**src/core/gpew_pkg.sv**
```systemverilog
package gpew_pkg;

  // Pin numbering used throughout the block:
  // 0 port2 line1, 1 port2 line2, 2 port2 line7, 3 port3 line2, 4 port3 line3,
  // 5 port4 line2, 6..13 port5 lines 0..7, 14..21 port6 lines 0..7.
  localparam int NPIN = 22;
  localparam int NEE  = 4;
  localparam int NPORT = 5;

  localparam int DIR_BIT = 0;
  localparam int POL_BIT = 1;
  localparam int DRV_BIT = 7;

  // Direction input, no inversion, open-drain driver.
  localparam logic [7:0] CTRL_RST = 8'h81;

  // Register indices; the byte address is four times the index.
  localparam logic [6:0] CTRL_IDX [NPIN] = '{
    7'h1A, 7'h1B, 7'h20, 7'h25, 7'h26, 7'h3D,
    7'h3F, 7'h40, 7'h41, 7'h42, 7'h43, 7'h44, 7'h45, 7'h46,
    7'h47, 7'h48, 7'h54, 7'h55, 7'h56, 7'h57, 7'h58, 7'h59};
  localparam logic [2:0] PIN_PORT [NPIN] = '{
    3'h0, 3'h0, 3'h0, 3'h1, 3'h1, 3'h2,
    3'h3, 3'h3, 3'h3, 3'h3, 3'h3, 3'h3, 3'h3, 3'h3,
    3'h4, 3'h4, 3'h4, 3'h4, 3'h4, 3'h4, 3'h4, 3'h4};
  localparam logic [2:0] PIN_LINE [NPIN] = '{
    3'h1, 3'h2, 3'h7, 3'h2, 3'h3, 3'h2,
    3'h0, 3'h1, 3'h2, 3'h3, 3'h4, 3'h5, 3'h6, 3'h7,
    3'h0, 3'h1, 3'h2, 3'h3, 3'h4, 3'h5, 3'h6, 3'h7};
  localparam logic [6:0] DATA_IDX [NPORT] = '{7'h4B, 7'h4C, 7'h4E, 7'h4F, 7'h50};

  localparam logic [6:0] WS1_IDX = 7'h60;
  localparam logic [6:0] WS3_IDX = 7'h61;
  localparam logic [6:0] WS5_IDX = 7'h62;
  localparam logic [6:0] WS6_IDX = 7'h63;
  localparam logic [6:0] MS3_IDX = 7'h64;
  localparam logic [6:0] MS4_IDX = 7'h65;
  localparam logic [6:0] WE3_IDX = 7'h69;
  localparam logic [6:0] WE5_IDX = 7'h6A;
  localparam logic [6:0] WE6_IDX = 7'h6B;
  localparam logic [6:0] ME3_IDX = 7'h6C;
  localparam logic [6:0] ME4_IDX = 7'h6D;
  localparam logic [6:0] SUM_IDX = 7'h6E;
  localparam logic [6:0] EEM_IDX = 7'h6F;

  // Pins able to run in either-edge mode.
  localparam logic [NPIN-1:0] EE_MASK = 22'h00C003;
  // The alternate management interrupt output takes its polarity and driver from this pin.
  localparam int MGMT_CFG_PIN = 2;

  function automatic int ee_slot(input int p);
    case (p)
      1:       ee_slot = 1;
      14:      ee_slot = 2;
      15:      ee_slot = 3;
      default: ee_slot = 0;
    endcase
  endfunction

  typedef struct packed {
    logic [NPIN-1:0][7:0] ctrl;
    logic [NPIN-1:0]      dout;
    logic [NEE-1:0]       either_edge_mode;
    logic [NEE-1:0]       ws1;
    logic [4:0]           ws3;
    logic [7:0]           ws5;
    logic [1:0]           ws6;
    logic [4:0]           we3;
    logic [7:0]           we5;
    logic [1:0]           we6;
    logic [6:0]           ms3;
    logic [3:0]           ms4;
    logic [6:0]           me3;
    logic [3:0]           me4;
    logic [NEE-1:0]       sum;
    logic                 ack;
    logic [31:0]          rdat;
    logic [NPIN-1:0]      pin_o;
    logic [NPIN-1:0]      pin_oe_n;
    logic                 wake;
    logic                 mgmt_o;
    logic                 mgmt_oe_n;
  } gpew_state_t;

  localparam gpew_state_t GPEW_RST = '{
    ctrl:      {NPIN{CTRL_RST}},
    pin_oe_n:  {NPIN{1'b1}},
    mgmt_o:    1'b1,
    mgmt_oe_n: 1'b1,
    default:   '0};

endpackage

```
**src/core/gpew_sync.sv**
```systemverilog
`timescale 1ns/1ps
`default_nettype none

module gpew_sync
  import gpew_pkg::*;
(
  input  wire logic            clk_i,
  input  wire logic            rst_i,
  input  wire logic [NPIN-1:0] pin_i,
  output logic      [NPIN-1:0] lvl_o,
  output logic      [NPIN-1:0] rise_o,
  output logic      [NPIN-1:0] fall_o
);

  typedef struct packed {
    logic [NPIN-1:0] s1;
    logic [NPIN-1:0] s2;
    logic [NPIN-1:0] s3;
  } gpew_sync_t;

  gpew_sync_t r;
  gpew_sync_t r_nxt;

  always_comb
  begin
    r_nxt    = r;
    r_nxt.s1 = pin_i;
    r_nxt.s2 = r.s1;
    r_nxt.s3 = r.s2;
  end

  always_ff @(posedge clk_i)
  begin
    if (rst_i)
    begin
      r <= '0;
    end
    else
    begin
      r <= r_nxt;
    end
  end

  // Edges come from two consecutive synchronised samples only.
  assign lvl_o  = r.s2;
  assign rise_o = r.s2 & ~r.s3;
  assign fall_o = ~r.s2 & r.s3;

endmodule

`default_nettype wire

```
**src/core/gpew_top.sv**
```systemverilog
// Design decision made here: the Wishbone interface to the registers.
`timescale 1ns/1ps
`default_nettype none

module gpew_top
  import gpew_pkg::*;
(
  input  wire logic            clk_i,
  input  wire logic            rst_i,
  input  wire logic            wb_cyc_i,
  input  wire logic            wb_stb_i,
  input  wire logic            wb_we_i,
  input  wire logic [8:0]      wb_adr_i,
  input  wire logic [3:0]      wb_sel_i,
  input  wire logic [31:0]     wb_dat_i,
  output logic      [31:0]     wb_dat_o,
  output logic                 wb_ack_o,
  input  wire logic [NPIN-1:0] gpio_i,
  output logic      [NPIN-1:0] gpio_o,
  output logic      [NPIN-1:0] gpio_oe_n_o,
  output logic                 wake_req_o,
  output logic                 mgmt_int_output_o,
  output logic                 mgmt_int_output_oe_n_o
);

  gpew_state_t r;
  gpew_state_t r_nxt;

  logic [NPIN-1:0] lvl;
  logic [NPIN-1:0] rise;
  logic [NPIN-1:0] fall;
  logic [NPIN-1:0] val;
  logic [NPIN-1:0] as_in;
  logic [NPIN-1:0] ev;
  logic [NPIN-1:0] any_edge;
  logic [NPIN-1:0] gate;
  logic [NPIN-1:0] dval;
  logic [NPIN-1:0] drive;

  logic            req;
  logic            wr;
  logic [6:0]      idx;
  logic [7:0]      wd;
  logic [7:0]      rd;
  logic            wake_any;
  logic            mgmt_any;
  logic            mgmt_val;
  logic [7:0]      ws1_n;
  logic [7:0]      ws3_n;
  logic [7:0]      ws6_n;
  logic [7:0]      ms3_n;
  logic [7:0]      ms4_n;
  logic [7:0]      sum_n;

  gpew_sync u_sync
  (
    .clk_i  (clk_i),
    .rst_i  (rst_i),
    .pin_i  (gpio_i),
    .lvl_o  (lvl),
    .rise_o (rise),
    .fall_o (fall)
  );

  // Assembles one port's data register view from the per-pin state.
  function automatic logic [7:0] port_byte(
    input logic [2:0]      p,
    input logic [NPIN-1:0] v,
    input logic [NPIN-1:0] in_mode,
    input logic [NPIN-1:0] d
  );
    logic [7:0] b;
    b = 8'h00;
    for (int i = 0; i < NPIN; i++)
    begin
      if (PIN_PORT[i] == p)
      begin
        b[PIN_LINE[i]] = in_mode[i] ? v[i] : d[i];
      end
    end
    return b;
  endfunction

  // Write-one-to-clear with the hardware set taking priority.
  function automatic logic [7:0] w1c(
    input logic [7:0] st,
    input logic [7:0] set,
    input logic       hit,
    input logic [7:0] d
  );
    logic [7:0] clr;
    clr = hit ? d : 8'h00;
    return (st & ~clr) | set;
  endfunction

  genvar gi;
  generate
    for (gi = 0; gi < NPIN; gi++)
    begin : g_pin
      localparam int SLOT = ee_slot(gi);
      logic mode_on;
      logic pol;
      logic od;

      assign mode_on      = EE_MASK[gi] & r.either_edge_mode[SLOT];
      assign pol          = r.ctrl[gi][POL_BIT];
      assign od           = r.ctrl[gi][DRV_BIT];
      assign val[gi]      = lvl[gi] ^ pol;
      assign as_in[gi]    = r.ctrl[gi][DIR_BIT] | mode_on;
      assign any_edge[gi] = rise[gi] | fall[gi];
      // Either-edge mode takes any transition; otherwise only inputs see the polarity edge.
      assign ev[gi]       = mode_on ? any_edge[gi]
                                    : (r.ctrl[gi][DIR_BIT] & (pol ? fall[gi] : rise[gi]));
      assign gate[gi]     = ~EE_MASK[gi] | mode_on;
      assign dval[gi]     = r.dout[gi] ^ pol;
      // Open drain only sinks; a high level releases the pin.
      assign drive[gi]    = ~as_in[gi] & (~od | ~dval[gi]);
    end
  endgenerate

  always_comb
  begin
    r_nxt = r;
    req   = wb_cyc_i & wb_stb_i & ~r.ack;
    wr    = req & wb_we_i & wb_sel_i[0];
    idx   = wb_adr_i[8:2];
    wd    = wb_dat_i[7:0];
    rd    = 8'h00;

    // Register read view; unmapped indices read zero.
    for (int i = 0; i < NPIN; i++)
    begin
      if (idx == CTRL_IDX[i])
      begin
        rd = r.ctrl[i];
      end
    end
    for (int p = 0; p < NPORT; p++)
    begin
      if (idx == DATA_IDX[p])
      begin
        rd = port_byte(p[2:0], val, as_in, r.dout);
      end
    end
    case (idx)
      WS1_IDX: rd = {val[15], val[14], val[1], val[0], r.ws1};
      WS3_IDX: rd = {3'h0, r.ws3};
      WS5_IDX: rd = r.ws5;
      WS6_IDX: rd = {6'h00, r.ws6};
      MS3_IDX: rd = {1'b0, r.ms3};
      MS4_IDX: rd = {4'h0, r.ms4};
      WE3_IDX: rd = {3'h0, r.we3};
      WE5_IDX: rd = r.we5;
      WE6_IDX: rd = {6'h00, r.we6};
      ME3_IDX: rd = {1'b0, r.me3};
      ME4_IDX: rd = {4'h0, r.me4};
      SUM_IDX: rd = {4'h0, r.sum};
      EEM_IDX: rd = {4'h0, r.either_edge_mode};
      default: rd = rd;
    endcase

    r_nxt.ack = req;
    // Read data holds the last read value, so writes leave it alone.
    if (req && !wb_we_i)
    begin
      r_nxt.rdat = {24'h000000, rd};
    end

    // Control and data writes.
    for (int i = 0; i < NPIN; i++)
    begin
      if (wr && idx == CTRL_IDX[i])
      begin
        r_nxt.ctrl[i] = wd;
      end
      if (wr && idx == DATA_IDX[PIN_PORT[i]] && !as_in[i])
      begin
        r_nxt.dout[i] = wd[PIN_LINE[i]];
      end
    end
    if (wr && idx == WE3_IDX)
    begin
      r_nxt.we3 = wd[4:0];
    end
    if (wr && idx == WE5_IDX)
    begin
      r_nxt.we5 = wd;
    end
    if (wr && idx == WE6_IDX)
    begin
      r_nxt.we6 = wd[1:0];
    end
    if (wr && idx == ME3_IDX)
    begin
      r_nxt.me3 = wd[6:0];
    end
    if (wr && idx == ME4_IDX)
    begin
      r_nxt.me4 = wd[3:0];
    end
    if (wr && idx == EEM_IDX)
    begin
      r_nxt.either_edge_mode = wd[3:0];
    end

    // Sticky status, set on events whatever the enables say.
    ws1_n     = w1c({4'h0, r.ws1}, {4'h0, any_edge[15], any_edge[14], any_edge[1], any_edge[0]},
                    wr && idx == WS1_IDX, wd);
    r_nxt.ws1 = ws1_n[3:0];
    ws3_n     = w1c({3'h0, r.ws3}, {3'h0, ev[4:0]}, wr && idx == WS3_IDX, wd);
    r_nxt.ws3 = ws3_n[4:0];
    r_nxt.ws5 = w1c(r.ws5, ev[13:6], wr && idx == WS5_IDX, wd);
    ws6_n     = w1c({6'h00, r.ws6}, {6'h00, ev[15:14]}, wr && idx == WS6_IDX, wd);
    r_nxt.ws6 = ws6_n[1:0];
    ms3_n     = w1c({1'b0, r.ms3}, {1'b0, ev[14], ev[13:10], ev[1:0]},
                    wr && idx == MS3_IDX, wd);
    r_nxt.ms3 = ms3_n[6:0];
    ms4_n     = w1c({4'h0, r.ms4}, {4'h0, ev[15], ev[5:3]}, wr && idx == MS4_IDX, wd);
    r_nxt.ms4 = ms4_n[3:0];
    sum_n     = w1c({4'h0, r.sum}, {4'h0, any_edge[15], any_edge[14], any_edge[1], any_edge[0]},
                    wr && idx == SUM_IDX, wd);
    r_nxt.sum = sum_n[3:0];

    // Requests: status and enable, with either-edge pins also needing their mode.
    wake_any = |(r.ws3 & r.we3 & gate[4:0])
             | |(r.ws5 & r.we5 & gate[13:6])
             | |(r.ws6 & r.we6 & gate[15:14]);
    mgmt_any = |(r.ms3 & r.me3 & {gate[14], gate[13:10], gate[1:0]})
             | |(r.ms4 & r.me4 & {gate[15], gate[5:3]});
    r_nxt.wake = wake_any;

    // Active low unless inverted; open drain releases the pin whenever the output is high.
    mgmt_val        = r.ctrl[MGMT_CFG_PIN][POL_BIT] ? mgmt_any : ~mgmt_any;
    r_nxt.mgmt_o    = mgmt_val;
    r_nxt.mgmt_oe_n = r.ctrl[MGMT_CFG_PIN][DRV_BIT] & mgmt_val;

    r_nxt.pin_o    = dval;
    r_nxt.pin_oe_n = ~drive;
  end

  always_ff @(posedge clk_i)
  begin
    if (rst_i)
    begin
      r <= GPEW_RST;
    end
    else
    begin
      r <= r_nxt;
    end
  end

  assign wb_dat_o               = r.rdat;
  assign wb_ack_o               = r.ack;
  assign gpio_o                 = r.pin_o;
  assign gpio_oe_n_o            = r.pin_oe_n;
  assign wake_req_o             = r.wake;
  assign mgmt_int_output_o      = r.mgmt_o;
  assign mgmt_int_output_oe_n_o = r.mgmt_oe_n;

endmodule

`default_nettype wire

```
**config.mk**
```make
export PLATFORM = sky130hd
export DESIGN_NAME = gpew_top
export DESIGN_NICKNAME = d
export VERILOG_FILES = /design/src/core/gpew_pkg.sv /design/src/core/gpew_sync.sv /design/src/core/gpew_top.sv
export SDC_FILE = /design/constraint.sdc
export NUM_CORES = 1
export LEC_CHECK = 0
export ABC_AREA = 0
export BUFFER_PORTS_ARGS = -buffer_cell sky130_fd_sc_hd__buf_4
export CORE_MARGIN = 5
export CORE_UTILIZATION = 60
export DETAILED_ROUTE_END_ITERATION = 8
export GPL_TIMING_DRIVEN = 0
export PLACE_DENSITY = 0.78
export SYNTH_ARGS = -nofsm -noshare
export SYNTH_HDL_FRONTEND = slang
export SYNTH_HIERARCHICAL = 1
export SYNTH_SLANG_ARGS = --single-unit
```
**constraint.sdc**
```tcl
create_clock -name clk_i -period 4.36 [get_ports clk_i]
set_input_delay 1.09 -clock clk_i [delete_from_list [all_inputs] [get_ports clk_i]]
set_output_delay 1.09 -clock clk_i [all_outputs]
set_load 0.01 [all_outputs]
```
* Word level (Yosys, flattened, before mapping)
Index checks and enable logic that the tools add are counted.
** Storage, ports and cells
- Output and inout port bits :: 80
- Register bits :: 378
- Bits of input ports :: 72
- Logic and storage cells :: 499
** Cells by class
- Muxes and demuxes :: 78
- Bitwise operators :: 223
- Equal/unequal tests :: 40
- Reduce and logical (&&, ||, !) cells :: 91
** Operators with widths (count)
- equality test 7 bit, second input constant :: 33
- two-way mux 8 bit :: 28
- case mux 8 bit (13 select lines) :: 1
- inverter 1 bit :: 68
- logical AND 1 bit :: 63
- XOR 1 bit :: 44
- bitwise AND 1 bit :: 43
- two-way mux 1 bit :: 43
- equality test 7 x 6 -> 1 bit, second input constant :: 5
- bitwise OR 1 bit :: 33
- bitwise AND 16 bit :: 2
- inverter 16 bit :: 2
- logical NOT 1 bit :: 23
- inverter 22 bit :: 1
- bitwise AND 7 bit :: 3
- bitwise AND 4 bit :: 5
- bitwise AND 8 bit :: 2
- bitwise AND 5 bit :: 3
- equality test 7 x 5 -> 1 bit, second input constant :: 2
- two-way mux 4 bit :: 3
- inverter 4 bit :: 3
- bitwise OR 4 bit :: 3
- inverter 8 bit :: 1
- bitwise OR 8 bit :: 1
- 15 further kinds :: 17

* Depth between registers and ports, before layout
- Depth in word-level cells :: 29
- Gate-level depth with buffers :: 11
- Gate-level depth less buffers :: 7

* Hierarchy
Netlist, hierarchy kept.
** Modules (own cells, without submodules)
- gpew_top :: area each 15513.6 µm², instances 1, cells an instance 1937
- gpew_sync :: area each 2237.1 µm², instances 1, cells an instance 205

* Worst setup path before layout
Ideal clock, no wire load.
- Path kind :: input port to flip-flop
- Start point :: input port wb_adr_i[8]
- End point :: register r (netlist bit wb_dat_o[0])
- Buffers on the path :: 2
- Data required time :: 4241 ps
- Slack :: 1366 ps
- Arrival time :: 2875 ps
- Cell stages on the path :: 9
- Cells stage by stage :: buf_2 or3b_1 buf_2 nor2_2 a31oi_1 and3_1 or4_1 a21oi_1 o21ai_1
** On the way
- Word-level cells in the longest chain between the ends :: 29
** RTL lines
- start: declaration :: line gpew_top.sv:13 : input wire logic [8:0] wb_adr_i,
- equality test 7 x 5 -> 1 bit :: line gpew_top.sv:133 : if (idx == CTRL_IDX[i])
- two-way mux 8 bit (22 in a row) :: line gpew_top.sv:133
- two-way mux 8 bit (5 in a row) :: line gpew_top.sv:140 : if (idx == DATA_IDX[p])
- case mux 8 bit (13 select lines) (*) :: line gpew_top.sv:145 : case (idx)
- end signal: assignment :: line gpew_top.sv:249 : r <= r_nxt;
- end: declaration :: line gpew_top.sv:26 : gpew_state_t r;
Mark *: on every way between the ends. The rest lies on a longest branch, timed or not.
A chain may end at the register's enable or synchronous reset.

* Worst setup path in the final report
- Start point :: input port wb_adr_i[3]
- End point :: register r (netlist bit wb_dat_o[4])
The elaborated chain is that of the path after synthesis.

==> metrics.txt <==
# TYPE chip_impl_metric gauge
chip_impl_info{name="outcome",value="finished clean"} 1
chip_impl_info{name="clock_tree.root_cell",value="sky130_fd_sc_hd__clkbuf_16"} 1
chip_impl_metric{name="timing.final.setup_violations",unit=""} 0
chip_impl_metric{name="post-route-min-period",unit="ns"} 3.98
chip_impl_metric{name="synth_cells",unit=""} 2118
chip_impl_metric{name="grt_antenna_before_repair",unit=""} 2
chip_impl_metric{name="totalNegativeSetupSlack",unit="ns"} 0
chip_impl_metric{name="die_area",unit="um^2"} 32700
chip_impl_metric{name="cts_htree_levels",unit=""} 2
chip_impl_metric{name="numPlacedInstances",unit=""} 2612
chip_impl_info{name="critPathSlowestCell",value="sky130_fd_sc_hd__o41ai_1"} 1
chip_impl_metric{name="finalHoldViolCount",unit=""} 0
chip_impl_metric{name="cts_setup_buffers",unit=""} 0
chip_impl_metric{name="row_count",unit=""} 62
chip_impl_metric{name="post_drt_via_cell_ratio",unit=""} 6.59
chip_impl_metric{name="fin_worst_skew",unit="ns"} 0.0167
chip_impl_info{name="critical_path.endpoint_type",value="flop"} 1
chip_impl_metric{name="synth_area",unit="um^2"} 17500
chip_impl_metric{name="worst-path-max-fanout",unit=""} 10
chip_impl_metric{name="track_usage",unit=""} 0.433
chip_impl_info{name="holdCritPathClass",value="reg -> reg"} 1
chip_impl_metric{name="drive_above_1_share",unit=""} 0.144
chip_impl_metric{name="static-leakage-power",unit="nW"} 7.47
chip_impl_metric{name="vias_in_the_first_global_route",unit=""} 16800
chip_impl_metric{name="fin_worst_hold_slack",unit="ns"} 0.440
chip_impl_metric{name="arrival",unit="ns"} 4.47
chip_impl_metric{name="worst_skew_pair.late_latency",unit="ns"} 0.55
chip_impl_metric{name="detailed_place_hpwl",unit="mm"} 54.1
chip_impl_info{name="criticalPathCategory",value="in -> reg"} 1
chip_impl_metric{name="yosys_warn_count",unit=""} 6
chip_impl_metric{name="timing.final.crit_share",unit=""} 0.914
chip_impl_metric{name="ctsResizeCount",unit=""} 0
chip_impl_metric{name="grt_first_pass_wirelength",unit="mm"} 107
chip_impl_metric{name="gp_routability_congestion",unit=""} 1.07
chip_impl_metric{name="drt_pre_antenna_iters",unit=""} 6
chip_impl_metric{name="ant_nets",unit=""} 0
chip_impl_metric{name="crit_buf_inv",unit=""} 3
chip_impl_metric{name="fin_nets",unit=""} 2341
chip_impl_metric{name="timing.hold.worst_path_depth",unit=""} 1
chip_impl_metric{name="clock_path_buffers",unit=""} 3
chip_impl_metric{name="drt_iter0_drc",unit=""} 2652
chip_impl_metric{name="die_h",unit="um"} 181
chip_impl_metric{name="final-max-slew-violation-count",unit=""} 0
chip_impl_metric{name="pin_count",unit=""} 152
chip_impl_info{name="cp_cell_sequence",value="buf_4 > buf_6 > nor2b_1 > and3_1 > clkbuf_1 > a221o_1 > a221oi_2 > o41ai_1 > a211o_1 > a32o_1"} 1
chip_impl_metric{name="initial_utilization",unit=""} 0.609
chip_impl_metric{name="cts_hold_buf",unit=""} 0
chip_impl_info{name="grt_setup_unrepaired",value="no"} 1
chip_impl_metric{name="tritoncts.num_buffers",unit=""} 39
chip_impl_metric{name="worst_slew_pin_slew",unit="ns"} 1.41
chip_impl_metric{name="worst-r2r-cell-count",unit=""} 7
chip_impl_metric{name="fmax",unit="MHz"} 251
chip_impl_metric{name="critical_path_required",unit="ns"} 4.85
chip_impl_metric{name="worst_slew_margin_rel",unit=""} 0.0510
chip_impl_metric{name="num_vias",unit=""} 17700
chip_impl_metric{name="fin_total_pwr",unit="W"} 0.00751
chip_impl_info{name="setup.worst_path.start_class",value="input pin"} 1
chip_impl_metric{name="avgSynthCellArea",unit="um^2"} 8.27
chip_impl_metric{name="max_cap_violations",unit=""} 0
chip_impl_metric{name="remaining_drc_errors",unit=""} 0
chip_impl_metric{name="worst-path-stages",unit=""} 10
chip_impl_metric{name="clk_pin_slew_worst_paths",unit="ns"} 0.06
chip_impl_info{name="clock_tree_from_tritoncts",value="yes"} 1
chip_impl_metric{name="io_buffer_count",unit=""} 86
chip_impl_metric{name="maximum_number_of_pins_on_one_net_before_global_route_repair",unit=""} 15
chip_impl_metric{name="areaGrowthSynthToFinish",unit="%"} 14.3
chip_impl_metric{name="pwr_density",unit="nW/um^2"} 375
chip_impl_metric{name="coreArea",unit="um^2"} 28800
chip_impl_metric{name="die_width",unit="um"} 181
chip_impl_info{name="critical_path.top_delay_family",value="compound AO/OA/AOI/OAI gates"} 1
chip_impl_metric{name="overflow",unit=""} 0
chip_impl_metric{name="clock-sinks",unit=""} 378
chip_impl_metric{name="critical-path-max-stage-delay",unit="ns"} 1.00
chip_impl_metric{name="ir_worst_vdd",unit="mV"} 0.363
chip_impl_metric{name="finish.cell_count_without_fillers",unit=""} 2681
chip_impl_metric{name="wirelength",unit="mm"} 74.1
chip_impl_metric{name="wl_per_cell",unit="um"} 27.6
==> sequential cells by signal, summed over array words and instances, names as in the netlist, 4 cells and up <==
name	flops
r	196
u_sync/r	38
g_pin.od	22
g_pin.pol	22
gpio_o	22
gpio_oe_n_o	22
u_sync/lvl_o	22
as_in	18
wb_dat_o	8
g_pin.mode_on	4
==> stage by stage <==
stage	utilization	cell area, um^2	worst slack (ns)
global route	0.696	20000	0.488
floorplan	-	17600	1.37
finish	0.696	20000	0.377
detailed placement	0.651	18700	0.128
global placement	0.651	18700	-0.0915
CTS	0.696	20000	0.666
==> report_power, final <==
group          switching [W]  internal (W)
Sequential         0.0000321       0.00350
Clock                0.00145       0.00199
Combinational       0.000386      0.000155
==> area by class of cell <==
cell class / instances / area [um^2]
multi-input combinational: 1493 / 8560
fill: 2285 / 8750
clock buffer: 56 / 1130
inverter: 26 / 97.6
timing repair buffer: 87 / 653
sequential: 378 / 7570
buffer: 244 / 1380
antenna: 1 / 2.50
clock inverter: 12 / 154
tap: 384 / 480
==> cell usage in the layout, fill, tap and decap left out, types with 19 or more instances in the layout <==
master,count
sky130_fd_sc_hd__mux2_2,19
sky130_fd_sc_hd__a22oi_1,29
sky130_fd_sc_hd__inv_1,26
sky130_fd_sc_hd__nand2_1,295
sky130_fd_sc_hd__conb_1,24
sky130_fd_sc_hd__dfxtp_1,378
sky130_fd_sc_hd__o211ai_1,31
sky130_fd_sc_hd__clkbuf_1,106
sky130_fd_sc_hd__buf_4,189
sky130_fd_sc_hd__nor3_1,37
sky130_fd_sc_hd__nor2_1,232
sky130_fd_sc_hd__a221oi_1,20
sky130_fd_sc_hd__clkbuf_16,39
sky130_fd_sc_hd__xnor2_1,39
sky130_fd_sc_hd__mux2i_1,97
sky130_fd_sc_hd__a21oi_1,164
sky130_fd_sc_hd__nand3_1,52
sky130_fd_sc_hd__o21ai_0,140
sky130_fd_sc_hd__buf_2,25
sky130_fd_sc_hd__nor2b_1,100
==> path summary, 6_finish.rpt <==
kind	startpoint	end	slack [ns]
setup / recovery	wb_adr_i[3]	wb_dat_o[4]	0.38
hold / removal	u_sync/r[45]	u_sync/lvl_o[1]	0.44
setup reg to reg	wb_ack_o	g_pin[10].od	0.88
hold reg to reg	u_sync/r[45]	u_sync/lvl_o[1]	0.44
==> routing by layer <==
metal / part of all wire / global-route usage / wire [um] / up-vias
li1: - / - / - / 7524
met1: 0.37 / 0.565 / 27100 / 8298
met2: 0.42 / 0.647 / 31300 / 1490
met3: 0.15 / 0.131 / 10800 / 345
met4: 0.067 / 0.232 / 4960 / 0
met5: 0 / 0 / 0 / -
(Power assumes the default switching activity.)
